### src/hdl/timer_capture_pkg.sv
// Package with register map, fields and types of the capture timer
package timer_capture_pkg;
   // Register offsets (word indices; byte address is four times the index)
   localparam logic [4:0] OFS_CTRL = 5'h00;
   localparam logic [4:0] OFS_IRQ_ENABLE = 5'h05;
   localparam logic [4:0] OFS_IRQ_FLAG = 5'h06;
   localparam logic [4:0] OFS_RUN_STATUS = 5'h07;
   localparam logic [4:0] OFS_DEBUG_CTRL = 5'h08;
   localparam logic [4:0] OFS_STAGING = 5'h09;
   localparam logic [4:0] OFS_COUNT_LO = 5'h0A;
   localparam logic [4:0] OFS_COUNT_HI = 5'h0B;
   localparam logic [4:0] OFS_CAPTURE_COMPARE_VALUE_LO = 5'h0C;
   localparam logic [4:0] OFS_CAPTURE_COMPARE_VALUE_HI = 5'h0D;
   // Field positions
   localparam int CAPTURE_EVENT_FLAG_BIT = 0;
   localparam int RUN_BIT = 0;
   localparam int RUN_IN_DEBUG_HALT_BIT = 0;
   localparam int CTRL_ENABLE_BIT = 0;
   localparam int CTRL_EDGE_BIT = 1;
   localparam int CTRL_MODE_LSB = 4;
   // Reset values
   localparam logic [7:0] BYTE_RESET = 8'h00;
   localparam logic [15:0] WORD_RESET = 16'h0000;
   localparam logic [15:0] COUNT_BOTTOM = 16'h0000;
   // Bus answers
   localparam logic [31:0] UNMAPPED_READ = 32'h00000000;
   localparam logic [1:0] RESP_OKAY = 2'h0;
   localparam logic [1:0] RESP_DECODEERROR = 2'h3;

   // Counter modes
   typedef enum logic [2:0] {
      MODE_PERIODIC = 3'h0,
      MODE_TIMEOUT = 3'h1,
      MODE_CAPTURE = 3'h2,
      MODE_FREQ = 3'h3,
      MODE_PULSE = 3'h4,
      MODE_FREQ_PULSE = 3'h5,
      MODE_SINGLE = 3'h6,
      MODE_PWM8 = 3'h7
   } counter_mode_select_t;

   // Combined frequency/pulse-width sequence, Gray coded
   typedef enum logic [1:0] {
      FP_WAIT_FIRST = 2'b00,
      FP_WAIT_MID = 2'b01,
      FP_WAIT_SECOND = 2'b11,
      FP_DONE = 2'b10
   } freq_pulse_state_t;

   // Avalon-MM request
   typedef struct packed {
      logic read;
      logic write;
      logic [6:0] address;
      logic [3:0] byteenable;
      logic [31:0] writedata;
   } avmm_req_t;

   // Avalon-MM answer
   typedef struct packed {
      logic waitrequest;
      logic readdatavalid;
      logic [31:0] readdata;
      logic [1:0] response;
   } avmm_rsp_t;
endpackage

### src/hdl/timer_capture_regs.sv
// Capture/compare timer with status, count and capture registers
//
// Our own choice: the Avalon-MM slave port.
`timescale 1ns/1ns
`default_nettype none
module timer_capture_regs
   import timer_capture_pkg::*;
(
   input wire logic clk,
   input wire logic reset,
   input wire avmm_req_t busReq,
   output avmm_rsp_t busRsp,
   input wire logic eventIn,
   input wire logic debugHalt,
   output logic irq,
   output logic pwmOut
);

   logic [1:0] eventSync_reg;
   logic eventPrev_reg;
   logic [1:0] haltSync_reg;
   logic [7:0] ctrl_reg;
   logic irqEnable_reg;
   logic captFlag_reg;
   logic run_in_debug_halt_reg;
   logic [7:0] staging_reg;
   logic [15:0] count_reg;
   logic [15:0] capture_compare_value_reg;
   logic running_reg;
   logic pwmOut_reg;
   logic ack_reg;
   logic [31:0] rdata_reg;
   logic [1:0] resp_reg;
   freq_pulse_state_t fp_reg;

   counter_mode_select_t mode;
   logic enable, edgeSel, halted, rise, fall, actEdge, oppEdge;
   logic access, wr, rd, byteWr, hit;
   logic [4:0] ofs;
   logic [7:0] wdata;
   logic topHit, capture, restart, stopNow, flagSet, flagClr;
   logic [15:0] top;

   // Byte lane of a write to this register
   function automatic logic isWrite(input logic [4:0] off,
                                    input logic [4:0] target,
                                    input logic doWrite);
      isWrite = doWrite && (off == target);
   endfunction

   // Mode field and controls
   assign mode = counter_mode_select_t'(ctrl_reg[CTRL_MODE_LSB +: 3]);
   assign enable = ctrl_reg[CTRL_ENABLE_BIT];
   assign edgeSel = ctrl_reg[CTRL_EDGE_BIT];
   assign halted = haltSync_reg[1] && !run_in_debug_halt_reg;

   // Event edge detection on synchronised input
   assign rise = eventSync_reg[1] && !eventPrev_reg && !halted;
   assign fall = !eventSync_reg[1] && eventPrev_reg && !halted;
   assign actEdge = edgeSel ? fall : rise;
   assign oppEdge = edgeSel ? rise : fall;

   // Bus decode: one aligned word per byte register
   assign access = (busReq.read || busReq.write) && !ack_reg;
   assign ofs = busReq.address[6:2];
   assign wr = access && busReq.write && busReq.byteenable[0];
   assign rd = access && busReq.read;
   assign wdata = busReq.writedata[7:0];
   assign byteWr = wr;
   assign hit = (ofs == OFS_CTRL) || (ofs >= OFS_IRQ_ENABLE &&
                ofs <= OFS_CAPTURE_COMPARE_VALUE_HI);

   // Top value per mode
   always_comb begin
      if (mode == MODE_PWM8) begin
         top = {8'h00, capture_compare_value_reg[7:0]};
      end else begin
         top = capture_compare_value_reg;
      end
   end

   // Mode-dependent count events
   always_comb begin
      topHit = 1'b0;
      capture = 1'b0;
      restart = 1'b0;
      stopNow = 1'b0;
      case (mode)
         // Halt freezes the count, so a frozen top must not wrap or flag
         MODE_PERIODIC, MODE_TIMEOUT, MODE_SINGLE: begin
            topHit = running_reg && !halted && (count_reg == top);
         end
         MODE_PWM8: begin
            topHit = running_reg && !halted && (count_reg == top);
         end
         MODE_CAPTURE: begin
            capture = enable && actEdge;
         end
         MODE_FREQ: begin
            capture = enable && actEdge;
            restart = capture;
         end
         MODE_PULSE: begin
            restart = enable && actEdge;
            capture = enable && oppEdge;
         end
         MODE_FREQ_PULSE: begin
            restart = enable && actEdge && fp_reg == FP_WAIT_FIRST;
            capture = enable && oppEdge && fp_reg == FP_WAIT_MID;
            stopNow = enable && actEdge && fp_reg == FP_WAIT_SECOND;
         end
         default: begin
            topHit = 1'b0;
         end
      endcase
   end

   // Flag set and clear; set wins
   assign flagSet = topHit || stopNow ||
                    (capture && mode != MODE_FREQ_PULSE);
   assign flagClr = (isWrite(ofs, OFS_IRQ_FLAG, byteWr) && wdata[CAPTURE_EVENT_FLAG_BIT])
      || (rd && (ofs == OFS_CAPTURE_COMPARE_VALUE_LO || ofs == OFS_CAPTURE_COMPARE_VALUE_HI) &&
          mode inside {MODE_CAPTURE, MODE_FREQ, MODE_PULSE,
                       MODE_FREQ_PULSE});

   // Synchronisers for pins
   always_ff @(posedge clk) begin
      if (reset) begin
         eventSync_reg <= 2'b00;
         eventPrev_reg <= 1'b0;
         haltSync_reg <= 2'b00;
      end else begin
         eventSync_reg <= {eventSync_reg[0], eventIn};
         eventPrev_reg <= eventSync_reg[1];
         haltSync_reg <= {haltSync_reg[0], debugHalt};
      end
   end

   // Control and simple registers
   always_ff @(posedge clk) begin
      if (reset) begin
         ctrl_reg <= BYTE_RESET;
         irqEnable_reg <= 1'b0;
         run_in_debug_halt_reg <= 1'b0;
      end else begin
         if (isWrite(ofs, OFS_CTRL, byteWr)) begin
            ctrl_reg <= wdata;
         end
         if (isWrite(ofs, OFS_IRQ_ENABLE, byteWr)) begin
            irqEnable_reg <= wdata[CAPTURE_EVENT_FLAG_BIT];
         end
         if (isWrite(ofs, OFS_DEBUG_CTRL, byteWr)) begin
            run_in_debug_halt_reg <= wdata[RUN_IN_DEBUG_HALT_BIT];
         end
      end
   end

   // Capture flag
   always_ff @(posedge clk) begin
      if (reset) begin
         captFlag_reg <= 1'b0;
      end else if (flagSet) begin
         captFlag_reg <= 1'b1;
      end else if (flagClr) begin
         captFlag_reg <= 1'b0;
      end
   end

   // Staging byte for 16-bit access
   always_ff @(posedge clk) begin
      if (reset) begin
         staging_reg <= BYTE_RESET;
      end else if (rd && ofs == OFS_COUNT_LO) begin
         staging_reg <= count_reg[15:8];
      end else if (rd && ofs == OFS_CAPTURE_COMPARE_VALUE_LO) begin
         staging_reg <= capture_compare_value_reg[15:8];
      end else if (isWrite(ofs, OFS_STAGING, byteWr) ||
                   isWrite(ofs, OFS_COUNT_HI, byteWr) ||
                   isWrite(ofs, OFS_CAPTURE_COMPARE_VALUE_HI, byteWr)) begin
         staging_reg <= wdata;
      end
   end

   // Running state
   always_ff @(posedge clk) begin
      if (reset) begin
         running_reg <= 1'b0;
      end else if (!enable) begin
         running_reg <= 1'b0;
      end else if (mode == MODE_TIMEOUT) begin
         if (actEdge) begin
            running_reg <= 1'b1;
         end else if (oppEdge) begin
            running_reg <= 1'b0;
         end
      end else if (mode == MODE_SINGLE) begin
         if (actEdge) begin
            running_reg <= 1'b1;
         end else if (topHit) begin
            running_reg <= 1'b0;
         end
      end else if (mode == MODE_FREQ_PULSE) begin
         if (stopNow) begin
            running_reg <= 1'b0;
         end else if (restart) begin
            running_reg <= 1'b1;
         end
      end else begin
         running_reg <= 1'b1;
      end
   end

   // Combined-mode edge sequence
   always_ff @(posedge clk) begin
      if (reset || mode != MODE_FREQ_PULSE || !enable) begin
         fp_reg <= FP_WAIT_FIRST;
      end else begin
         case (fp_reg)
            FP_WAIT_FIRST: if (restart) begin
               fp_reg <= FP_WAIT_MID;
            end
            FP_WAIT_MID: if (capture) begin
               fp_reg <= FP_WAIT_SECOND;
            end
            FP_WAIT_SECOND: if (stopNow) begin
               fp_reg <= FP_DONE;
            end
            FP_DONE: if (flagClr) begin
               fp_reg <= FP_WAIT_FIRST;
            end
            default: fp_reg <= FP_WAIT_FIRST;
         endcase
      end
   end

   // Counter; bus writes take precedence
   always_ff @(posedge clk) begin
      if (reset) begin
         count_reg <= WORD_RESET;
      end else if (isWrite(ofs, OFS_COUNT_LO, byteWr)) begin
         count_reg <= {staging_reg, wdata};
      end else if (restart || topHit) begin
         count_reg <= COUNT_BOTTOM;
      end else if (running_reg && !halted) begin
         count_reg <= count_reg + 16'h0001;
      end
   end

   // Capture/compare register
   always_ff @(posedge clk) begin
      if (reset) begin
         capture_compare_value_reg <= WORD_RESET;
      end else if (isWrite(ofs, OFS_CAPTURE_COMPARE_VALUE_LO, byteWr)) begin
         if (mode == MODE_PWM8) begin
            capture_compare_value_reg[7:0] <= wdata;
         end else begin
            capture_compare_value_reg <= {staging_reg, wdata};
         end
      end else if (isWrite(ofs, OFS_CAPTURE_COMPARE_VALUE_HI, byteWr) &&
                   mode == MODE_PWM8) begin
         capture_compare_value_reg[15:8] <= wdata;
      end else if (capture) begin
         capture_compare_value_reg <= count_reg;
      end
   end

   // PWM waveform: high until count reaches duty byte
   always_ff @(posedge clk) begin
      if (reset) begin
         pwmOut_reg <= 1'b0;
      end else if (mode == MODE_PWM8 && running_reg) begin
         pwmOut_reg <= count_reg[7:0] < capture_compare_value_reg[15:8];
      end else begin
         pwmOut_reg <= 1'b0;
      end
   end

   // Bus answer, one wait cycle per access
   always_ff @(posedge clk) begin
      if (reset) begin
         ack_reg <= 1'b0;
         rdata_reg <= UNMAPPED_READ;
         resp_reg <= RESP_OKAY;
      end else begin
         ack_reg <= access;
         resp_reg <= hit ? RESP_OKAY : RESP_DECODEERROR;
         rdata_reg <= UNMAPPED_READ;
         if (rd) begin
            case (ofs)
               OFS_CTRL: rdata_reg[7:0] <= ctrl_reg;
               OFS_IRQ_ENABLE: rdata_reg[CAPTURE_EVENT_FLAG_BIT] <= irqEnable_reg;
               OFS_IRQ_FLAG: rdata_reg[CAPTURE_EVENT_FLAG_BIT] <= captFlag_reg;
               OFS_RUN_STATUS: rdata_reg[RUN_BIT] <= running_reg;
               OFS_DEBUG_CTRL: rdata_reg[RUN_IN_DEBUG_HALT_BIT] <= run_in_debug_halt_reg;
               OFS_STAGING: rdata_reg[7:0] <= staging_reg;
               OFS_COUNT_LO: rdata_reg[7:0] <= count_reg[7:0];
               OFS_COUNT_HI: rdata_reg[7:0] <= staging_reg;
               OFS_CAPTURE_COMPARE_VALUE_LO: rdata_reg[7:0] <= capture_compare_value_reg[7:0];
               OFS_CAPTURE_COMPARE_VALUE_HI: rdata_reg[7:0] <= mode == MODE_PWM8 ?
                  capture_compare_value_reg[15:8] : staging_reg;
               default: rdata_reg <= UNMAPPED_READ;
            endcase
         end
      end
   end

   // Outputs
   always_comb begin
      busRsp.waitrequest = (busReq.read || busReq.write) && !ack_reg;
      busRsp.readdatavalid = 1'b0;
      busRsp.readdata = rdata_reg;
      busRsp.response = resp_reg;
   end
   assign irq = captFlag_reg && irqEnable_reg;
   assign pwmOut = pwmOut_reg;

endmodule
`default_nettype wire

### config.mk
export PLATFORM = sky130hd
export DESIGN_NAME = timer_capture_regs
export DESIGN_NICKNAME = d
export VERILOG_FILES = /design/src/hdl/timer_capture_pkg.sv /design/src/hdl/timer_capture_regs.sv
export SDC_FILE = /design/constraint.sdc
export NUM_CORES = 1
export LEC_CHECK = 0
export ABC_AREA = 1
export BUFFER_PORTS_ARGS = -buffer_cell sky130_fd_sc_hd__buf_2
export CELL_PAD_IN_SITES_DETAIL_PLACEMENT = 2
export CELL_PAD_IN_SITES_GLOBAL_PLACEMENT = 2
export CORE_MARGIN = 4
export CORE_UTILIZATION = 30
export DETAILED_ROUTE_END_ITERATION = 12
export GPL_TIMING_DRIVEN = 0
export MAX_ROUTING_LAYER = met4
export PLACE_DENSITY_LB_ADDON = 0.3
export SETUP_SLACK_MARGIN = 0.3
export SLEW_MARGIN = 20
export SYNTH_ARGS = -nofsm -noshare
export SYNTH_HDL_FRONTEND = slang
export SYNTH_SLANG_ARGS = --single-unit
### constraint.sdc
create_clock -name clk -period 2.05 [get_ports clk]
set_input_delay 0.3075 -clock clk [delete_from_list [all_inputs] [get_ports clk]]
set_output_delay 0.3075 -clock clk [all_outputs]
set_load 0.01 [all_outputs]
---- After elaboration in Yosys (flattened, before gate mapping) ----
Cells that the tools add are included.
word-level totals
  output and inout port bits .............. 38
  input port bits ......................... 49
  flip-flop bits (word level) ............. 95
  word-level logic and storage cells ...... 162
cells by class
  reduce and logical (&&, ||, !) cells .... 71
  magnitude comparators ................... 3
  multiplexer cells ....................... 37
  equality and inequality tests ........... 29
  $add $sub $neg .......................... 1
  bitwise gates (word level) .............. 3
operator list
  kind                   number
  $mux 16                6
  $mux 8                 6
  $logic_and 1x1->1      35
  $pmux 7 s5             1
  $eq 5x4->1 const B     6
  $add 16x1->16 const B  1
  $eq 16x16->1           1
  $eq 5x3->1 const B     3
  $mux 1                 15
  $eq 3x3->1 const B     4
  $reduce_or 2->1        6
  $logic_or 1x1->1       11
  $mux 2                 5
  $ne 2x2->1 const B     5
  $pmux 1 s9             1
  $reduce_bool 3->1      3
  $lt 8x8->1             1
  $pmux 2 s4             1
  $eq 3x2->1 const B     2
  $logic_not 1->1        6
  $ne 3x3->1 const B     2
  $ge 5x3->1 const B     1
  $le 5x4->1 const B     1
  $logic_not 5->1        1
  16 further kinds       20

---- Depth between registers and ports, before layout ----
Gate-level depths: netlist of the first run.
  depth in word-level cells ............... 13
  mapped depth ............................ 15
  depth with buffers taken out ............ 13

---- Least setup slack after synthesis of the first run ----
No wires, ideal clock.
  kind .................................... flip-flop to flip-flop
  start point ............................. register count_reg[1]
  end point ............................... register count_reg[12]
  setup time .............................. 0.111 ns
  required time ........................... 1.939 ns
  arrival ................................. 1.515 ns
  setup slack ............................. 0.424 ns
  buffers on the path ..................... 0
  stages on the path, launching flop included .. 12
  path through ............................ dfxtp_1 > ha_1 > nand2_1 > inv_1 > nand4_1 > nor2_1 > nand2_1 > nor2_1 > xor2_1 > nor2_1 > nor2_1 > nor2_1
on the way
  longest elaborated chain between the ends .. 6
  elaborated cells between the ends (all ways) .. 9
  classes of those cells .................. 1 x add/sub; 1 x eq/ne; 4 x mux; 3 x reduce/logical
RTL lines
  item                                                                   line                       source
  start, declared                                                        timer_capture_regs.sv:27   logic [15:0] count_reg;
  start signal, assigned                                                 timer_capture_regs.sv:241  count_reg <= {staging_reg, wdata};
  start signal, assigned                                                 timer_capture_regs.sv:245  count_reg <= count_reg + 16'h0001;
  parallel branches: the longest is 6 deep, another holds $add 16x1->16  --
Several ways; the timed one is not identified. The select of a mux whose other input is x is not followed.
A chain may end at the register's enable or synchronous reset.

---- Worst setup path after layout of the first run ----
  start point ............................. register ctrl_reg[6]
  end point ............................... register running_reg
on the way
  longest elaborated chain between the ends .. 7
  elaborated cells between the ends (all ways) .. 23
  classes of those cells .................. 10 x eq/ne; 8 x mux; 5 x reduce/logical
RTL lines
  item                        line                                                source
  start, declared             timer_capture_regs.sv:22                            logic [7:0] ctrl_reg;
  start signal, assigned      timer_capture_regs.sv:147                           ctrl_reg <= wdata;
  $eq 3x3->1                  timer_capture_regs.sv:75, timer_capture_regs.sv:88
  $mux 16                     timer_capture_regs.sv:75                            if (mode == MODE_PWM8) begin
  $eq 16x16->1                timer_capture_regs.sv:91, timer_capture_regs.sv:94
  $logic_and 1x1->1           timer_capture_regs.sv:91, timer_capture_regs.sv:94
  $mux 1                      --
  $ne 4x4->1 (no line)        --
  $reduce_and 3->1 (no line)  --
  end signal, assigned        timer_capture_regs.sv:187                           running_reg <= 1'b0;
  end signal, assigned        timer_capture_regs.sv:189                           running_reg <= 1'b0;
  end signal, assigned        timer_capture_regs.sv:192                           running_reg <= 1'b1;
  end, declared               timer_capture_regs.sv:29                            logic running_reg;
Parallel ways exist; a longest one is shown, timed or not.

==> results of run 1 <==
==> what timing repair did <==
| item | 4_1_cts | 5_1_grt |
|---|---|---|
| cloned | 5 | 2 |
| gates resized for setup | 62 | 101 |
| setup endpoints to repair | 52 | 60 |
| pin swaps | 14 | 24 |
| hold buffers | 0 | 0 |
| setup buffers | 16 | 21 |
==> worst min-delay path: stages <==
cell,delay [ns]
buf_2,0.10
inv_1,0.04
nor2_1,0.03
==> cells by family after synthesis <==
| group | Yosys count |
|---|---|
| XOR/XNOR | 9 |
| adder cells (fa/ha/maj) | 8 |
| other | 1 |
| AO/OA/AOI/OAI | 142 |
| AND/OR/NAND/NOR | 410 |
| flip-flops | 70 |
| buffers and inverters | 146 |
==> through the flow <==
stage / TNS [ns] / hold WS, ns / power (uW)
3_5_place_dp: -3.01 / 0.399 / 1720
3_3_place_gp: -1.02 / 0.391 / 1710
6_report: -0.323 / 0.160 / 3710
5_1_grt: -2.69 / 0.175 / 3780
4_1_cts: 0 / 0.163 / 3620
2_1_floorplan: 0 / 0.388 / 1610
==> layer usage <==
layer,routed length [um],share of wire (%)
met1,10800,39
met2,14000,50
met3,1510,5.4
met4,1720,6.1
met5,0,0
==> worst min path at each step <==
stage	from	end	slack (ns)	depth (start not counted)
2_1_floorplan	eventSync_reg[0]	eventSync_reg[1]	0.39	2
3_3_place_gp	eventSync_reg[0]	eventSync_reg[1]	0.39	2
3_5_place_dp	haltSync_reg[0]	haltSync_reg[1]	0.40	2
4_1_cts	eventIn	eventSync_reg[0]	0.16	3
5_1_grt	eventIn	eventSync_reg[0]	0.18	3
6_report	eventIn	eventSync_reg[0]	0.16	3
==> report_power, final <==
group / internal [uW] / switching (uW) / total [uW]
Combinational: 120 / 237 / 358
Clock: 1220 / 728 / 1950
Sequential: 1380 / 26.0 / 1400
Total: 2720 / 991 / 3710
==> cell usage in the layout (no fill, tap or decap), drive strengths merged <==
cell type  count
a21oi         36
a21boi         1
nand3         62
clkinv         7
buf          116
o21ai         66
clkinvlp       1
a311oi         1
nor3           9
ha             8
nor4           2
dfxtp         70
inv           85
a31oi         14
a22oi          1
xor2           8
o31ai          2
or2            2
o2bb2ai        1
nand4         24
a221oi         2
a211oi         1
clkbuf        22
conb          25
bufinv         3
o311ai         1
nor2         103
o22ai          7
nand2        211
xnor2          1
o211ai         9
==> layout make-up <==
cell class	count	share of cell area, %
plain buffers	56	6.51
clock buffers	10	3.63
clock inverters	6	1.65
inverters	90	5.60
multi-input cells	597	48.6
flip-flops and latches	70	21.4
well taps	216	4.10
repair buffers	72	8.47
==> results.py, run 1 <==
metrics = {
    "yosys": {
        "yosysTopAreaCellShare_pct": 28.9,
        "synth_compound_area_share_pct": 16.6,
        "synthXorXnorAreaFrac_pct": 1.62,
        "synth_mux_area_share_pct": 0,
        "async_flop_share_pct": 0,
        "synth_commonest_cells": "206 x nand2_1, 97 x nor2_1, 79 x inv_1",
        "synth_top_family_by_area": "simple AND/OR/NAND/NOR gates",
        "synth_edf_count": 0,
        "ys.flop_type": "dfxtp_1",
        "synth_area_leaders": "dfxtp_1 29%, nand2_1 16%, nor2_1 7.5%, o21ai_0 6.2%, inv_1 6.1%",
        "ys_ff_latch": 70,
        "yosys.area.top_type": "dfxtp_1",
        "yosysWarnings": 0,
        "seq_area_frac_synth_pct": 28.9,
        "synthAdderAreaFrac_pct": 2.06,
        "netlist_area_um2": 4850,
        "syn_inst": 786,
        "synthSimpleGateAreaFrac_pct": 36.3,
        "yosysMostFrequentCell": "nand2_1",
        "avgSynthCellArea_um2": 6.18,
        "synthDistinctLibCells": 42,
    },
    "hold_path": {
        "hold_class": "input port to flop",
    },
    "finish": {
        "num-nets-final": 953,
        "final_core_util_pct": 41.5,
        "regArea_um2": 1410,
        "num_antenna_cells": 0,
        "final_cell_area_um2": 6590,
        "drive_gt1_share_pct": 26.1,
        "fillCellCount": 1957,
        "multiInputGateArea_um2": 3200,
        "area_delta_synth_final_pct": 35.7,
        "final_cells": 1117,
    },
    "critical_path": {
        "worstPathRequired_ns": 2.32,
        "path_buf_inv": 2,
        "critPathTopFamily": "simple AND/OR/NAND/NOR gates",
        "cp_data_arrival_time_ns": 2.39,
        "setup.worst_path.start": "ctrl_reg[6]",
        "startpoint_type": "flop",
        "crit_end": "running_reg",
        "worstPathMaxFanout": 5,
        "reg2reg_setup_slack_ns": -0.07,
        "rr_endpoint": "running_reg",
        "cpMostUsedCell": "nand2_2",
        "crit_type": "flop to flop",
        "setup.worst_path.end_class": "flop",
        "rr_startpoint": "ctrl_reg[6]",
        "cpMaxStageDelayCell": "dfxtp_2",
        "cp_num_cells": 13,
        "rr_worst_depth": 13,
        "critPathMaxStageDelay_ns": 0.33,
        "path_cells": "buf_6, nand3_4, buf_8, nand2_2, nand2_2, nand2_1, nor2_2, nand2_2, nor2_4, nand2_2, nand2_1, a21oi_1, nor2_1",
    },
    "timing": {
        "slew_headroom_pct": 52.3,
        "setup_viol": 11,
        "slew_violations": 0,
        "skew_ns": 0.0163,
        "finalCritPeriodShare_pct": 104,
        "worst_slew_pin_slew_ns": 0.716,
        "post-route-min-period_ns": 2.12,
        "rsz0062_at_grt": "yes",
        "timing.final.ws_setup_ns": -0.0738,
        "hold_viol": 0,
        "fmax_mhz": 471,
    },
    "drt": {
        "drt-initial-drc-count": 485,
        "final_antenna_net_count": 0,
        "via_per_inst": 5.59,
        "drc_errors": 0,
        "wirelength_mm": 28.0,
        "wire_per_inst_um": 25.1,
        "vias": 6240,
        "dr.pass1.iters": 5,
    },
    "die": {
        "dieArea_um2": 18300,
        "start_util_pct": 30.6,
        "rows": 46,
        "core_um2": 15900,
        "fp.dieH_um": 135,
        "top_level_ports": 87,
        "die_x_um": 135,
    },
    "grt": {
        "use_met1_pct": 31.9,
        "grt-ovfl-total": 0,
        "met3_usage_pct": 3.05,
        "grt_pass1_wl_mm": 37.3,
        "grt_max_degree": 13,
        "grt.met2_usage_pct": 47.2,
        "grt_antenna_before_repair": 0,
        "busiest_layer": "met2",
        "grt_pass1_vias": 6477,
        "track_usage_pct": 27.5,
    },
    "pwr": {
        "power_leakage_uw": 0.00297,
        "ir_worst_vdd_uv": 400,
        "power.density_nw_per_um2": 563,
    },
    "cts": {
        "cts_made_buffers": 9,
        "insertion_delay_ns": 0.36,
        "cts_tree": "built",
        "cts.reportedPaths.clkPinSlew_ns": 0.07,
        "cts_sinks": 70,
        "cts_root_buf": "clkbuf_16",
        "clockBufferDepth": 2,
        "htreeDepth": 3,
    },
    "place": {
        "dpl.hpwl_mm": 17.1,
        "place_congestion": 0.891,
        "place_area_um2": 5370,
        "dpl.cell_count": 1057,
        "io_buffers": 31,
        "dp_worst_setup_slack_ns": -0.156,
    },
    "outcome": {
        "violations": "setup timing",
        "status": "finished, violations left",
    },
    "run": {
        "drv_cap": 0,
    },
}
Note: power is estimated with default switching activity, not from simulation.
==> inputs of run 2 (changes only) <==
--- a/config.mk
+++ b/config.mk
@@ -9,7 +9,7 @@
 export BUFFER_PORTS_ARGS = -buffer_cell sky130_fd_sc_hd__buf_2
 export CELL_PAD_IN_SITES_DETAIL_PLACEMENT = 2
 export CELL_PAD_IN_SITES_GLOBAL_PLACEMENT = 2
-export CORE_MARGIN = 4
+export CORE_MARGIN = 3
 export CORE_UTILIZATION = 30
 export DETAILED_ROUTE_END_ITERATION = 12
 export GPL_TIMING_DRIVEN = 0
==> results.py, run 2 (same netlist as run 1, synthesis figures left out) <==
metrics = {
    "outcome": {
        "status": "finished, violations left",
        "violations": "setup timing",
    },
    "grt": {
        "track_usage_pct": 28.2,
        "grt_pass1_wl_mm": 37.7,
        "grt_pass1_vias": 6530,
        "grt_max_degree": 15,
        "grt-ovfl-total": 0,
        "grt_antenna_before_repair": 0,
    },
    "timing": {
        "fmax_mhz": 433,
        "worst_slew_pin_slew_ns": 0.786,
        "hold_viol": 0,
        "slew_headroom_pct": 47.6,
        "skew_ns": 0.0200,
        "post-route-min-period_ns": 2.31,
        "timing.final.ws_setup_ns": -0.262,
        "setup_tns_ns": -2.78,
        "hold_ws_ns": 0.139,
        "slew_violations": 0,
        "setup_viol": 25,
        "finalCritPeriodShare_pct": 113,
        "rsz0062_at_grt": "yes",
    },
    "run": {
        "drv_cap": 0,
    },
    "cts": {
        "cts_root_buf": "clkbuf_16",
        "hold_buffers": 0,
        "cts.reportedPaths.clkPinSlew_ns": 0.07,
        "insertion_delay_ns": 0.37,
        "cts_made_buffers": 9,
        "cts_tree": "built",
        "cts_sinks": 70,
        "clockBufferDepth": 2,
        "htreeDepth": 3,
    },
    "hold_path": {
        "worstHoldPathCells": 3,
        "worstHoldEndpoint": "eventSync_reg[0]",
        "hold_class": "input port to flop",
        "worstHoldStart": "eventIn",
    },
    "critical_path": {
        "rr_startpoint": "count_reg[7]",
        "rr_worst_depth": 12,
        "reg2reg_setup_slack_ns": -0.26,
        "setup.worst_path.end_class": "flop",
        "rr_endpoint": "count_reg[3]",
        "cp_data_arrival_time_ns": 2.61,
        "worstPathMaxFanout": 7,
        "crit_type": "flop to flop",
        "worstPathRequired_ns": 2.34,
        "startpoint_type": "flop",
    },
    "die": {
        "top_level_ports": 87,
        "dieArea_um2": 17700,
        "core_um2": 15500,
        "die_x_um": 133,
        "rows": 45,
        "start_util_pct": 31.2,
        "fp.dieH_um": 133,
    },
    "pwr": {
        "power.density_nw_per_um2": 530,
        "finalPower_uw": 3650,
        "ir_worst_vdd_uv": 450,
        "power_leakage_uw": 0.00309,
    },
    "finish": {
        "drive_gt1_share_pct": 31.6,
        "final_core_util_pct": 44.3,
        "final_cell_mix": "170 x nand2_1, 76 x nor2_1, 74 x inv_1",
        "num-nets-final": 952,
        "area_delta_synth_final_pct": 41.8,
        "final_common_cell": "nand2_1",
        "num_antenna_cells": 0,
    },
    "drt": {
        "final_antenna_net_count": 0,
        "wirelength_mm": 30.1,
        "drt-initial-drc-count": 640,
        "via_per_inst": 5.86,
        "vias": 6513,
        "dr.pass1.iters": 5,
        "wire_per_inst_um": 27.1,
        "drc_errors": 0,
    },
    "place": {
        "place_congestion": 0.930,
        "dpl.hpwl_mm": 17.0,
        "io_buffers": 31,
        "dp_worst_setup_slack_ns": -0.120,
    },
}
run 2: cell count changes in the layout (fill, tap and decap cells not counted), moves of 8 or more:
cell | before | now
a21oi_2 | 4 | 12
buf_4 | 62 | 54
nand2_1 | 190 | 170
nand2_4 | 3 | 16
o21ai_0 | 45 | 37
o21ai_2 | 4 | 12
run 2: repair_timing:
action | CTS | global route
endpoints found under the setup margin | 50 | 54
setup buffers | 22 | 18
gates cloned | 3 | 0
resized for setup | 74 | 184
pin swaps | 11 | 57
run 2: metal layers:
metal | up-vias | track usage [%] | routed length [um]
met2 | 325 | 46.7 | 14900
met1 | 3300 | 33.0 | 11600
li1 | 2755 | - | -
met4 | 0 | 13.1 | 1990
met3 | 133 | 5.44 | 1620
met5 | - | - | 0
run 2: metrics by stage:
stage,cells,instance area (um^2)
2_1_floorplan,810,4940
3_3_place_gp,1052,5360
3_5_place_dp,1052,5360
4_1_cts,1093,6170
5_1_grt,1111,6880
6_report,1111,6880
run 2: area by class of cell:
| cell class | instances | area (um^2) |
|---|---|---|
| fill | 1870 | 8660 |
| multi-input combinational | 595 | 3440 |
| sequential | 70 | 1420 |
| timing repair buffer | 73 | 592 |
| buffer | 56 | 440 |
| inverter | 90 | 398 |
| tap | 211 | 264 |
| clock buffer | 9 | 225 |
| clock inverter | 7 | 105 |
run 2: where the power goes:
part	internal [uW]	switching [uW]	leakage [uW]
logic	121	245	0.00236
clock network	1090	787	0.000159
registers	1380	30.4	0.000572
total	2590	1060	0.00309
run 2: worst max-delay path by stage:
stage / from / to / slack [ns] / cells past startpoint
after floorplan: count_reg[1] / count_reg[12] / 0.42 / 11
after global placement: busReq[43] / capture_compare_value_reg[14] / -0.03 / 11
after detailed placement: busReq[43] / capture_compare_value_reg[14] / -0.12 / 11
after CTS: ctrl_reg[6] / count_reg[13] / 0.03 / 15
after global routing: count_reg[7] / count_reg[3] / -0.33 / 12
final: count_reg[7] / count_reg[3] / -0.26 / 12
run 2: critical path, stage by stage, from the launching register on:
cell       delay [ns]
dfxtp_1          0.35
clkbuf_4         0.22
inv_1            0.14
nand2_1          0.11
nand2_1          0.09
nor2_1           0.16
nand4_1          0.17
nor2_2           0.21
nand2_4          0.12
bufbuf_16        0.30
nand4_1          0.11
nand2_1          0.11
nor2_1           0.13
==> inputs of run 3 (changes only) <==
--- a/config.mk
+++ b/config.mk
@@ -6,8 +6,8 @@
 export NUM_CORES = 1
 export LEC_CHECK = 0
 export ABC_AREA = 1
-export BUFFER_PORTS_ARGS = -buffer_cell sky130_fd_sc_hd__buf_2
-export CELL_PAD_IN_SITES_DETAIL_PLACEMENT = 2
+export BUFFER_PORTS_ARGS = -buffer_cell sky130_fd_sc_hd__buf_4
+export CELL_PAD_IN_SITES_DETAIL_PLACEMENT = 1
 export CELL_PAD_IN_SITES_GLOBAL_PLACEMENT = 2
 export CORE_MARGIN = 3
 export CORE_UTILIZATION = 30
==> results.py, run 3 (same netlist as run 1, synthesis figures left out) <==
metrics = {
    "outcome": {
        "status": "complete, no violations",
    },
    "finish": {
        "final_cell_area_um2": 6290,
        "final_common_cell": "nand2_1",
        "area_delta_synth_final_pct": 29.6,
        "num_antenna_cells": 0,
        "final_cell_mix": "194 x nand2_1, 86 x nor2_1, 80 x buf_4",
        "num-nets-final": 936,
        "final_cells": 1094,
        "drive_gt1_share_pct": 22.3,
    },
    "drt": {
        "dr.pass1.iters": 5,
        "final_antenna_net_count": 0,
        "wire_per_inst_um": 19.0,
        "vias": 5634,
        "drc_errors": 0,
        "wirelength_mm": 20.7,
        "drt-initial-drc-count": 335,
        "via_per_inst": 5.15,
    },
    "grt": {
        "grt_pass1_vias": 5603,
        "grt_max_degree": 13,
        "grt_pass1_wl_mm": 31.8,
        "grt-ovfl-total": 0,
        "grt_antenna_before_repair": 0,
        "track_usage_pct": 23.4,
    },
    "timing": {
        "skew_ns": 0.00532,
        "slew_headroom_pct": 53.9,
        "rsz0062_at_grt": "yes",
        "hold_ws_ns": 0.165,
        "post-route-min-period_ns": 2.00,
        "finalCritPeriodShare_pct": 97.5,
        "fmax_mhz": 500,
        "slew_violations": 0,
        "hold_viol": 0,
        "setup_viol": 0,
        "worst_slew_pin_slew_ns": 0.692,
    },
    "critical_path": {
        "rr_startpoint": "ctrl_reg[6]",
        "worstPathMaxFanout": 8,
        "rr_endpoint": "count_reg[11]",
        "cp_data_arrival_time_ns": 2.24,
        "worstPathRequired_ns": 2.29,
        "setup.worst_path.end_class": "flop",
        "startpoint_type": "flop",
        "reg2reg_setup_slack_ns": 0.05,
        "setup.worst_path.start": "ctrl_reg[6]",
        "crit_type": "flop to flop",
        "rr_worst_depth": 15,
    },
    "hold_path": {
        "worstHoldStart": "eventIn",
        "hold_class": "input port to flop",
        "worstHoldPathCells": 3,
        "worstHoldEndpoint": "eventSync_reg[0]",
    },
    "pwr": {
        "power_leakage_uw": 0.00286,
        "power.density_nw_per_um2": 531,
        "ir_worst_vdd_uv": 384,
    },
    "cts": {
        "insertion_delay_ns": 0.35,
        "cts_root_buf": "clkbuf_16",
        "cts.reportedPaths.clkPinSlew_ns": 0.06,
        "cts_made_buffers": 9,
        "htreeDepth": 3,
        "cts_sinks": 70,
        "cts_tree": "built",
        "clockBufferDepth": 2,
    },
    "die": {
        "top_level_ports": 87,
        "fp.dieH_um": 133,
        "dieArea_um2": 17700,
        "core_um2": 15500,
        "start_util_pct": 31.2,
        "die_x_um": 133,
        "rows": 45,
    },
    "run": {
        "drv_cap": 0,
    },
    "place": {
        "io_buffers": 31,
        "place_congestion": 0.965,
        "dpl.cell_count": 1052,
        "dpl.hpwl_mm": 15.3,
        "place_area_um2": 5440,
    },
}
-- run 3: metal layers --
metal / share of wire, % / GRT usage [%] / vias to the layer above
met1: 45 / 29.6 / 2739
met2: 49 / 39.6 / 148
met5: 0 / - / -
met4: 2.0 / 6.51 / 0
met3: 4.3 / 2.79 / 25
li1: - / - / 2722
-- run 3: final cells by class --
class	count	area (um^2)
buffer	56	422
multi-input combinational	596	3070
tap	211	264
fill	2074	9250
clock buffer	9	225
sequential	70	1420
clock inverter	6	63.8
inverter	90	353
timing repair buffer	56	482
-- run 3: critical path, cell delays in order (launching register included) --
cell	delay, ns
dfxtp_2	0.33
buf_6	0.12
nand3_4	0.09
buf_8	0.15
buf_12	0.12
nand2_2	0.04
nand2_1	0.06
nand2_1	0.09
nand3_2	0.10
nor2_4	0.21
nand2_8	0.14
clkbuf_16	0.19
nand3_1	0.07
nand2_1	0.07
inv_1	0.05
nor2_1	0.03
-- run 3: metrics by stage --
| step | TNS, ns | utilization, % | setup slack (ns) | power [uW] |
|---|---|---|---|---|
| detailed placement | -1.69 | 35.0 | -0.140 | 1730 |
| floorplan | 0 | - | 0.424 | 1610 |
| finish | 0 | 40.5 | 0.0503 | 3340 |
| global placement | -0.639 | 35.0 | -0.0782 | 1720 |
| CTS | 0 | 39.0 | 0.129 | 3340 |
| global route | -0.555 | 40.5 | -0.0603 | 3460 |
-- run 3: power breakdown --
group          switching, uW  leakage [uW]  internal (uW)
Clock                    674      0.000137            934
Sequential              22.5      0.000572           1380
Combinational            205       0.00215            125
-- run 3: repair_timing --
item                                    4_1_cts  5_1_grt
pin swaps                                    10       22
setup buffers                                16        7
resized for setup                            57       56
gates cloned                                  2        2
hold buffers                                  0        0
endpoints found under the setup margin       46       56
-- run 3: how the worst max path moves through the flow --
stage	endpoint	slack, ns
floorplan	count_reg[12]	0.42
global placement	count_reg[7]	-0.08
detailed placement	count_reg[7]	-0.14
CTS	count_reg[1]	0.13
global route	count_reg[11]	-0.06
finish	count_reg[11]	0.05
